--- src/verilog/wait_ack_pkg.sv ---
// constants and types for the two-wire bus wait and acknowledge control
package wait_ack_pkg;
  localparam logic [7:0] CTRL_OFS     = 8'h00;
  localparam logic [7:0] STAT_OFS     = 8'h04;
  localparam logic [7:0] INT_STAT_OFS = 8'h08;
  localparam logic [7:0] INT_MASK_OFS = 8'h0C;
  localparam logic [3:0] CNT_EIGHTH   = 4'h7;
  localparam logic [3:0] CNT_NINTH    = 4'h8;
  localparam logic [3:0] CNT_ZERO     = 4'h0;
  localparam logic [31:0] ZERO_WORD   = 32'h0000_0000;
  localparam int INT_XFER  = 0;
  localparam int INT_START = 1;
  localparam int INT_STOP  = 2;
  localparam int NUM_INT   = 3;

  typedef struct packed {
    logic tx_dir;
    logic master_mode;
    logic wait_release_request;
    logic ack_drive_enable;
    logic wait_point_select;
    logic bus_unit_enable;
  } ctrl_t;

  localparam ctrl_t CTRL_RESET = 6'h00;

  typedef enum logic [1:0] {
    PH_IDLE = 2'b00,
    PH_ADDR = 2'b01,
    PH_DATA = 2'b10,
    PH_SKIP = 2'b11
  } phase_t;
endpackage : wait_ack_pkg
--- src/verilog/wait_ack_ctrl.sv ---
// wait insertion, transfer interrupt and acknowledge drive for a two-wire bus unit
//
// The register addresses and the APB interface to the registers were decided locally.
`timescale 1ns/10ps
module wait_ack_ctrl (
  input  wire logic        CLK_I,
  input  wire logic        NRST_I,
  input  wire logic        CE_I,
  input  wire logic        PSEL_I,
  input  wire logic        PENABLE_I,
  input  wire logic        PWRITE_I,
  input  wire logic [7:0]  PADDR_I,
  input  wire logic [31:0] PWDATA_I,
  output logic [31:0]      PRDATA_O,
  output logic             PREADY_O,
  output logic             PSLVERR_O,
  input  wire logic        SCL_I,
  output logic             SCL_O,
  output logic             SCL_OE_O,
  input  wire logic        SDA_I,
  output logic             SDA_O,
  output logic             SDA_OE_O,
  input  wire logic        ADDR_MATCH_I,
  input  wire logic        EXT_CODE_I,
  output logic             IRQ_O
);
  wait_ack_pkg::ctrl_t               ctrl_reg;
  wait_ack_pkg::phase_t              phase_reg;
  logic [3:0]                        cnt_reg;
  logic                              wait_reg;
  logic                              ext_flag_reg;
  logic                              sda_oe_reg;
  logic                              lead_fall_reg;
  logic [wait_ack_pkg::NUM_INT-1:0]  int_stat_reg;
  logic [wait_ack_pkg::NUM_INT-1:0]  int_mask_reg;
  logic [wait_ack_pkg::NUM_INT-1:0]  int_ev;
  logic [31:0]                       prdata_reg;
  logic [1:0]                        scl_sync_reg;
  logic [1:0]                        sda_sync_reg;
  logic                              scl_prev_reg;
  logic                              sda_prev_reg;
  logic                              scl_fall;
  logic                              start_det;
  logic                              stop_det;
  logic                              en;
  logic                              wr_acc;
  logic                              setup;
  logic                              mapped;
  logic                              wait_set;
  logic                              ack_next;
  logic [3:0]                        cnt_next;

  ////////////////////////////////////////////////////////////////////////////////
  // pin sampling and edge detection
  always_ff @(posedge CLK_I or negedge NRST_I) begin
    if (!NRST_I) begin
      scl_sync_reg <= 2'h3;
      sda_sync_reg <= 2'h3;
      scl_prev_reg <= 1'b1;
      sda_prev_reg <= 1'b1;
    end else if (CE_I) begin
      scl_sync_reg <= {scl_sync_reg[0], SCL_I};
      sda_sync_reg <= {sda_sync_reg[0], SDA_I};
      scl_prev_reg <= scl_sync_reg[1];
      sda_prev_reg <= sda_sync_reg[1];
    end
  end

  assign en        = ctrl_reg.bus_unit_enable;
  assign scl_fall  = CE_I && en && scl_prev_reg && !scl_sync_reg[1];
  assign start_det = CE_I && en && scl_sync_reg[1] && scl_prev_reg
                     && sda_prev_reg && !sda_sync_reg[1];
  assign stop_det  = CE_I && en && scl_sync_reg[1] && scl_prev_reg
                     && !sda_prev_reg && sda_sync_reg[1];

  ////////////////////////////////////////////////////////////////////////////////
  // apb slave
  assign setup     = PSEL_I && !PENABLE_I;
  assign wr_acc    = CE_I && PSEL_I && PENABLE_I && PWRITE_I;
  assign mapped    = (PADDR_I == wait_ack_pkg::CTRL_OFS) || (PADDR_I == wait_ack_pkg::STAT_OFS)
                     || (PADDR_I == wait_ack_pkg::INT_STAT_OFS)
                     || (PADDR_I == wait_ack_pkg::INT_MASK_OFS);
  assign PREADY_O  = 1'b1;
  assign PSLVERR_O = PSEL_I && PENABLE_I && !mapped;
  assign PRDATA_O  = prdata_reg;

  always_ff @(posedge CLK_I or negedge NRST_I) begin
    if (!NRST_I) begin
      prdata_reg <= wait_ack_pkg::ZERO_WORD;
    end else if (CE_I && setup) begin
      case (PADDR_I)
        wait_ack_pkg::CTRL_OFS:     prdata_reg <= {26'h0, ctrl_reg};
        wait_ack_pkg::STAT_OFS:     prdata_reg <= {23'h0, phase_reg, cnt_reg, ext_flag_reg,
                                                   sda_oe_reg, wait_reg};
        wait_ack_pkg::INT_STAT_OFS: prdata_reg <= {29'h0, int_stat_reg};
        wait_ack_pkg::INT_MASK_OFS: prdata_reg <= {29'h0, int_mask_reg};
        default:                    prdata_reg <= wait_ack_pkg::ZERO_WORD;
      endcase
    end
  end

  // control settings change only by software write; release request self-clears
  always_ff @(posedge CLK_I or negedge NRST_I) begin
    if (!NRST_I) begin
      ctrl_reg <= wait_ack_pkg::CTRL_RESET;
    end else if (wr_acc && PADDR_I == wait_ack_pkg::CTRL_OFS) begin
      ctrl_reg <= wait_ack_pkg::ctrl_t'(PWDATA_I[5:0]);
    end else if (CE_I && ctrl_reg.wait_release_request) begin
      ctrl_reg.wait_release_request <= 1'b0;
    end
  end

  ////////////////////////////////////////////////////////////////////////////////
  // byte framing: address byte after start, then data bytes
  assign cnt_next = (cnt_reg == wait_ack_pkg::CNT_NINTH) ? wait_ack_pkg::CNT_ZERO
                    : cnt_reg + 4'h1;

  // the clock fall that completes a start condition is not a bit clock
  always_ff @(posedge CLK_I or negedge NRST_I) begin
    if (!NRST_I) begin
      lead_fall_reg <= 1'b0;
    end else if (CE_I) begin
      if (!en || stop_det) begin
        lead_fall_reg <= 1'b0;
      end else if (start_det) begin
        lead_fall_reg <= 1'b1;
      end else if (scl_fall) begin
        lead_fall_reg <= 1'b0;
      end
    end
  end

  always_ff @(posedge CLK_I or negedge NRST_I) begin
    if (!NRST_I) begin
      phase_reg <= wait_ack_pkg::PH_IDLE;
      cnt_reg   <= wait_ack_pkg::CNT_ZERO;
    end else if (CE_I) begin
      if (!en || stop_det) begin
        phase_reg <= wait_ack_pkg::PH_IDLE;
        cnt_reg   <= wait_ack_pkg::CNT_ZERO;
      end else if (start_det) begin
        phase_reg <= wait_ack_pkg::PH_ADDR;
        cnt_reg   <= wait_ack_pkg::CNT_ZERO;
      end else if (scl_fall && !lead_fall_reg && phase_reg != wait_ack_pkg::PH_IDLE) begin
        cnt_reg <= cnt_next;
        if (phase_reg == wait_ack_pkg::PH_ADDR && cnt_reg == wait_ack_pkg::CNT_EIGHTH
            && !ctrl_reg.master_mode && !ADDR_MATCH_I && !EXT_CODE_I) begin
          phase_reg <= wait_ack_pkg::PH_SKIP;
        end else if (phase_reg == wait_ack_pkg::PH_ADDR
                     && cnt_reg == wait_ack_pkg::CNT_NINTH) begin
          phase_reg <= wait_ack_pkg::PH_DATA;
        end
      end
    end
  end

  // extension code flag
  always_ff @(posedge CLK_I or negedge NRST_I) begin
    if (!NRST_I) begin
      ext_flag_reg <= 1'b0;
    end else if (CE_I) begin
      if (!en || start_det || stop_det) begin
        ext_flag_reg <= 1'b0;
      end else if (scl_fall && phase_reg == wait_ack_pkg::PH_ADDR && !ctrl_reg.master_mode
                   && cnt_reg == wait_ack_pkg::CNT_EIGHTH && EXT_CODE_I) begin
        ext_flag_reg <= 1'b1;
      end
    end
  end

  ////////////////////////////////////////////////////////////////////////////////
  // wait points
  always_comb begin
    wait_set = 1'b0;
    if (scl_fall) begin
      case (phase_reg)
        wait_ack_pkg::PH_ADDR: begin
          if (ctrl_reg.master_mode) begin
            wait_set = (cnt_reg == wait_ack_pkg::CNT_NINTH);
          end else if (cnt_reg == wait_ack_pkg::CNT_EIGHTH) begin
            wait_set = EXT_CODE_I;
          end else if (cnt_reg == wait_ack_pkg::CNT_NINTH) begin
            wait_set = !ext_flag_reg;
          end
        end
        wait_ack_pkg::PH_DATA: begin
          if (ctrl_reg.wait_point_select) begin
            wait_set = (cnt_reg == wait_ack_pkg::CNT_NINTH);
          end else begin
            wait_set = (cnt_reg == wait_ack_pkg::CNT_EIGHTH);
          end
        end
        default: wait_set = 1'b0;
      endcase
    end
  end

  // clock held low while waiting, released by software
  always_ff @(posedge CLK_I or negedge NRST_I) begin
    if (!NRST_I) begin
      wait_reg <= 1'b0;
    end else if (CE_I) begin
      if (!en) begin
        wait_reg <= 1'b0;
      end else if (wait_set) begin
        wait_reg <= 1'b1;
      end else if (ctrl_reg.wait_release_request) begin
        wait_reg <= 1'b0;
      end
    end
  end

  assign SCL_O    = 1'b0;
  assign SCL_OE_O = wait_reg;

  ////////////////////////////////////////////////////////////////////////////////
  // acknowledge drive in the ninth clock period
  always_comb begin
    ack_next = 1'b0;
    if (en && cnt_reg == wait_ack_pkg::CNT_NINTH) begin
      case (phase_reg)
        wait_ack_pkg::PH_ADDR: begin
          if (!ctrl_reg.master_mode) begin
            ack_next = ext_flag_reg ? ctrl_reg.ack_drive_enable : ADDR_MATCH_I;
          end
        end
        wait_ack_pkg::PH_DATA: ack_next = ctrl_reg.ack_drive_enable && !ctrl_reg.tx_dir;
        default:               ack_next = 1'b0;
      endcase
    end
  end

  always_ff @(posedge CLK_I or negedge NRST_I) begin
    if (!NRST_I) begin
      sda_oe_reg <= 1'b0;
    end else if (CE_I) begin
      sda_oe_reg <= ack_next;
    end
  end

  assign SDA_O    = 1'b0;
  assign SDA_OE_O = sda_oe_reg;

  ////////////////////////////////////////////////////////////////////////////////
  // interrupt status and mask
  assign int_ev[wait_ack_pkg::INT_XFER]  = wait_set;
  assign int_ev[wait_ack_pkg::INT_START] = start_det;
  assign int_ev[wait_ack_pkg::INT_STOP]  = stop_det;

  genvar gi;
  generate
    for (gi = 0; gi < wait_ack_pkg::NUM_INT; gi++) begin : g_int
      always_ff @(posedge CLK_I or negedge NRST_I) begin
        if (!NRST_I) begin
          int_stat_reg[gi] <= 1'b0;
        end else if (int_ev[gi]) begin
          int_stat_reg[gi] <= 1'b1;
        end else if (wr_acc && PADDR_I == wait_ack_pkg::INT_STAT_OFS && PWDATA_I[gi]) begin
          int_stat_reg[gi] <= 1'b0;
        end
      end
    end
  endgenerate

  always_ff @(posedge CLK_I or negedge NRST_I) begin
    if (!NRST_I) begin
      int_mask_reg <= '0;
    end else if (wr_acc && PADDR_I == wait_ack_pkg::INT_MASK_OFS) begin
      int_mask_reg <= PWDATA_I[wait_ack_pkg::NUM_INT-1:0];
    end
  end

  assign IRQ_O = |(int_stat_reg & int_mask_reg);
endmodule : wait_ack_ctrl

--- config.mk ---
export PLATFORM = sky130hd
export DESIGN_NAME = wait_ack_ctrl
export DESIGN_NICKNAME = d
export VERILOG_FILES = /design/src/verilog/wait_ack_pkg.sv /design/src/verilog/wait_ack_ctrl.sv
export SDC_FILE = /design/constraint.sdc
export NUM_CORES = 1
export LEC_CHECK = 0
export BUFFER_PORTS_ARGS = -buffer_cell sky130_fd_sc_hd__buf_2
export CORE_ASPECT_RATIO = 0.6
export CORE_MARGIN = 2
export CORE_UTILIZATION = 40
export CTS_BUF_LIST = sky130_fd_sc_hd__clkbuf_2 sky130_fd_sc_hd__clkbuf_4 sky130_fd_sc_hd__clkbuf_8
export DETAILED_ROUTE_END_ITERATION = 10
export PLACE_DENSITY = 0.71
export SETUP_SLACK_MARGIN = 0.02
export SLEW_MARGIN = 20
export SYNTH_ARGS = -nofsm -noshare
export SYNTH_HDL_FRONTEND = slang
export SYNTH_SLANG_ARGS = --single-unit
--- constraint.sdc ---
create_clock -name CLK_I -period 1.65 [get_ports CLK_I]
set_input_delay 0.33 -clock CLK_I [delete_from_list [all_inputs] [get_ports CLK_I]]
set_output_delay 0.33 -clock CLK_I [all_outputs]
set_load 0.03 [all_outputs]
Yosys cells after proc, flatten, opt, wreduce, memory -nomap -nowiden
Cells that the tools add are included.

Register bits: 60. Output and inout bits: 39. Bits of input ports: 50. Word-level logic and storage cells: 137.

Eq/ne operators: 8. Reduce and logical (&&, ||, !) cells: 70. Muxes and demuxes: 36. Add/sub/neg operators: 1. Bitwise logic cells: 1.

Operator list (number): $logic_and A1 B1 Y1 (36); $pmux W9 S4 (1); $mux W1 (24); $eq A8 B4 Y1 const B (2); $mux W4 (4); $logic_not A1 Y1 (12); $reduce_bool A2 Y1 (6); $mux W2 (5); $eq A8 B3 Y1 const B (1); $logic_not A8 Y1 (1); $reduce_and A2 Y1 (4); $logic_or A1 B1 Y1 (6); $reduce_bool A3 Y1 (2); $add A4 B1 Y4 const B (1); $eq A4 B3 Y1 const B (1); $eq A4 B4 Y1 const B (1); $pmux W1 S2 (2); $reduce_bool A4 Y1 (1); $and A3 B3 Y3 (1); $ne A3 B1 Y1 const B (1); $reduce_and A3 Y1 (1); $reduce_or A3 Y1 (1); $eq A2 B1 Y1 const B (1); $eq A2 B2 Y1 const B (1).

Depth between registers and ports, before layout
Depth in word-level cells: 9. Gate-level depth with buffers: 6. Gate-level depth less buffers: 6.

Worst setup path after synthesis
Ideal clock, no wire load.

Kind: input -> register. Start: input PADDR_I[1]. End: register ctrl_reg[1] (netlist bit). Library setup time: 0.125 ns. Data required time: 1.525 ns. Stages on the path: 5. Setup slack: -0.384 ns. Arrival time: 1.910 ns. Path buffers: 1. Cells stage by stage: or4_4 > or2_1 > buf_6 > nor4_4 > mux2_2.

Word-level cells in the longest chain between the ends: 2.

Ends and longest elaborated chain: from (decl) (RTL line wait_ack_ctrl.sv:12) `input wire logic [7:0] PADDR_I,`; $logic_not A8 Y1 (RTL line wait_ack_ctrl.sv:106) `end else if (wr_acc && PADDR_I == wait_ack_pkg::CTRL_OFS) begin`; $logic_and A1 B1 Y1 (RTL line wait_ack_ctrl.sv:106); to (signal assigned) (RTL line wait_ack_ctrl.sv:105) `ctrl_reg <= wait_ack_pkg::CTRL_RESET;`; to (signal assigned) (RTL line wait_ack_ctrl.sv:107) `ctrl_reg <= wait_ack_pkg::ctrl_t'(PWDATA_I[5:0]);`; to (decl) (RTL line wait_ack_ctrl.sv:27) `wait_ack_pkg::ctrl_t ctrl_reg;`.

Every way passes these cells. A chain may end at the register's enable or synchronous reset.

Final worst setup path
Start: input PADDR_I[1]. End: register int_mask_reg[2] (netlist bit).

Word-level cells in the longest chain between the ends: 2.

Ends and longest elaborated chain: $eq A8 B4 Y1 (RTL line wait_ack_ctrl.sv:268) `end else if (wr_acc && PADDR_I == wait_ack_pkg::INT_MASK_OFS) begin`; $logic_and A1 B1 Y1 (RTL line wait_ack_ctrl.sv:268); to (signal assigned) (RTL line wait_ack_ctrl.sv:269) `int_mask_reg <= PWDATA_I[wait_ack_pkg::NUM_INT-1:0];`; to (decl) (RTL line wait_ack_ctrl.sv:35) `logic [wait_ack_pkg::NUM_INT-1:0] int_mask_reg;`.

Every way passes these cells.

==> flow_summary.json <==
{
  "end_kind": "register",
  "power_density_mw_per_mm2": 682,
  "core_sq_mm": 0.00515,
  "fin_crit_sh_pct": 110,
  "report.final.slew_viol_count": 0,
  "slowest_delay_ns": 0.53,
  "ios": 89,
  "synth.largest_area_cell": "dfrtp_1",
  "synth_area_leaders": "dfrtp_1 (36%), buf_4 (9.3%), dfstp_2 (7.3%)",
  "crit_arrival_ns": 1.98,
  "synth_cell_types": 49,
  "outcome": "complete, but fails checks",
  "num-fill-cells": 455,
  "hp-class": "input pin to register",
  "synth_enable_flop_cells": 0,
  "antenna_found_initial": 0,
  "criticalPathCategory": "input pin to register",
  "syn2layout_area_growth_pct": 31.9,
  "hold_viol": 0,
  "dieHeight_microns": 61.0,
  "p_leak_nw": 1.36,
  "diodes": 0,
  "wl_per_cell_microns": 17.2,
  "htreeDepth": 2,
  "critPathBufInv": 4,
  "start_util_pct": 42.1,
  "async_reset_ff_share_pct": 100,
  "hpwl_mm": 4.15,
  "setup-violations-final": 13,
  "worst_hold_slack_ns": 0.274,
  "ant_nets": 0,
  "viasPerCell": 5.37,
  "root_buffer": "clkbuf_8",
  "clock_sinks": 37,
  "ys_seq_area_share_pct": 43.0,
  "path_delay_family": "simple AND/OR/NAND/NOR gates",
  "synth_area_sq_mm": 0.00217,
  "rsz0062_at_grt": "yes",
  "grt_overflow": 0,
  "fmax_mhz": 551,
  "ys_ff_latch": 37,
  "p_total_mw": 1.95,
  "largest_reg_flops": 9,
  "numCtsBuffers": 5,
  "clkTransAtPathRegs_ns": 0.07,
  "ys.flop_type": "dfrtp_1",
  "dp_cells": 318,
  "path_max_fanout": 3,
  "crit_chain": "buf_6 -> or4_4 -> buf_4 -> buf_6 -> nor3_2 -> buf_4 -> nand3_4 -> mux2_4",
  "clkLatencyLatePin_ns": 0.28,
  "setup_slack_ns": -0.166,
  "finalNetCount": 323,
  "clock_skew_ns": 0.00628,
  "worst_setup_path_start_kind": "input pin",
  "gp_congestion": 0.878,
  "finalCriticalPeriod_ns": 1.82,
  "synth.avg_cell_area_sq_um": 10.8,
  "cap_violations": 0,
  "postSynthCellCount": 200,
  "drt-initial-drc-count": 126,
  "cts_tree": "yes",
  "drtPass1Iterations": 6,
  "grt_max_degree": 19,
  "clk_path_buf_depth": 2,
  "rows": 20,
  "failed_checks": "negative setup slack",
  "drc_errors": 0,
  "synth_top_area_share_pct": 35.8,
  "drt_wl_total_mm": 5.76,
  "grt_first_pass_wirelength_mm": 8.74,
  "layout-drive-gt1-share_pct": 48.9,
  "stdcell_count": 334,
  "worstPathRequired_ns": 1.82,
  "fp.dieW_microns": 99.1,
  "route.vias.total": 1793,
  "grt_pass1_vias": 1721,
  "track_usage_pct": 19.0,
  "ys_warn_count": 0,
  "critPathSlowestCell": "or4_4",
  "irDropWorstVdd_mv": 0.416,
  "port-buffer-count": 36,
  "die_area_sq_mm": 0.00605
}
[through the flow]
stage	util, %	cell area [sq um]	setup TNS [ns]	worst slack, ns
after CTS	52.1	2690	-0.808	-0.167
after global routing	55.5	2860	-2.05	-0.195
after floorplan	-	2280	-2.12	-0.311
after detailed placement	48.6	2510	-4.69	-0.392
after global placement	48.6	2510	-4.34	-0.359
final	55.5	2860	-1.47	-0.166
[worst paths after layout]
| check | slack, ns | start | cells past startpoint | endpoint |
|---|---|---|---|---|
| max in group asynchronous | 0.68 | NRST_I | 3 | scl_prev_reg |
| min in group asynchronous | 0.45 | NRST_I | 2 | PRDATA_O[6] |
| setup / recovery | -0.17 | PADDR_I[1] | 8 | int_mask_reg[2] |
| setup reg to reg | 0.06 | cnt_reg[0] | 6 | int_stat_reg[0] |
| hold reg to reg | 0.49 | PRDATA_O[8] | 2 | PRDATA_O[8] |
| hold / removal | 0.27 | SDA_I | 2 | sda_sync_reg[0] |
[worst reg2reg max path, stage by stage, from the launching register on]
cell and delay [ns]:
dfrtp_1 0.41, inv_1 0.08, ha_2 0.23, and4b_1 0.22, o21ai_1 0.21, a31oi_2 0.16
a21o_1 0.18
[layer usage]
metal	vias to the layer above	routed length (microns)	global-route usage [%]
li1	818	-	-
met1	898	2700	27.7
met2	68	2540	28.5
met3	9	444	5.11
met4	0	68	4.70
met5	-	0	0
[placed cells by master, fill, tap and decap left out, drive strengths merged, types with 7 or more instances in the layout]
cell / n
o21ai: 7
inv: 10
buf: 70
a22o: 7
nand2: 11
clkbuf: 7
mux2: 14
conb: 26
dfrtp: 31
nand3: 9
[what timing repair did]
| action | CTS | global route |
|---|---|---|
| setup buffers | 2 | 6 |
| hold endpoints to repair | 9 | 0 |
| hold buffers | 1 | 0 |
| gates cloned | 0 | 0 |
| pin swaps | 5 | 8 |
| endpoints found under the setup margin | 10 | 26 |
| gates resized for setup | 16 | 27 |
[cells by family (layout without fill, tap and decap cells)]
group / after synthesis / in the layout / share of synthesized area [%]
AO/OA/AOI/OAI: 38 / 38 / 13.2
other: 2 / 26 / 0.346
multiplexers: 21 / 21 / 12.2
flip-flops: 37 / 37 / 43.0
buffers and inverters: 44 / 88 / 12.7
XOR/XNOR: 1 / 1 / 0.404
AND/OR/NAND/NOR: 52 / 52 / 15.2
adder cells (fa/ha/maj): 5 / 5 / 2.88
[report_power, final]
part           internal [mW]  switching (mW)
logic                  0.117           0.192
clock network          0.348           0.310
registers              0.949          0.0359
[cell type report]
| cell class | instances | area (sq um) | share of cell area [%] |
|---|---|---|---|
| clock buffer | 7 | 90.1 | 3.15 |
| inverter | 10 | 37.5 | 1.31 |
| multi-input combinational | 143 | 1230 | 42.9 |
| sequential | 37 | 933 | 32.6 |
| tap | 66 | 82.6 | 2.89 |
| timing repair buffer | 71 | 492 | 17.2 |
[synthesized netlist by cell type (3+ instances only)]
| library cell | instances |
|---|---|
| clkbuf_1 | 4 |
| dfrtp_1 | 31 |
| mux2i_1 | 4 |
| mux4_2 | 3 |
| a21o_1 | 3 |
| o2bb2ai_1 | 4 |
| nor3_1 | 3 |
| ha_1 | 5 |
| nand4_1 | 3 |
| nand2_1 | 11 |
| inv_1 | 10 |
| o21ai_0 | 7 |
| o31ai_1 | 3 |
| buf_4 | 27 |
| nor2b_1 | 3 |
| nand3_1 | 9 |
| a22o_1 | 7 |
| o41ai_1 | 3 |
| nor2_1 | 5 |
| mux2_2 | 14 |
| dfstp_2 | 6 |
No activity file was read; power rests on OpenSTA's default activity.
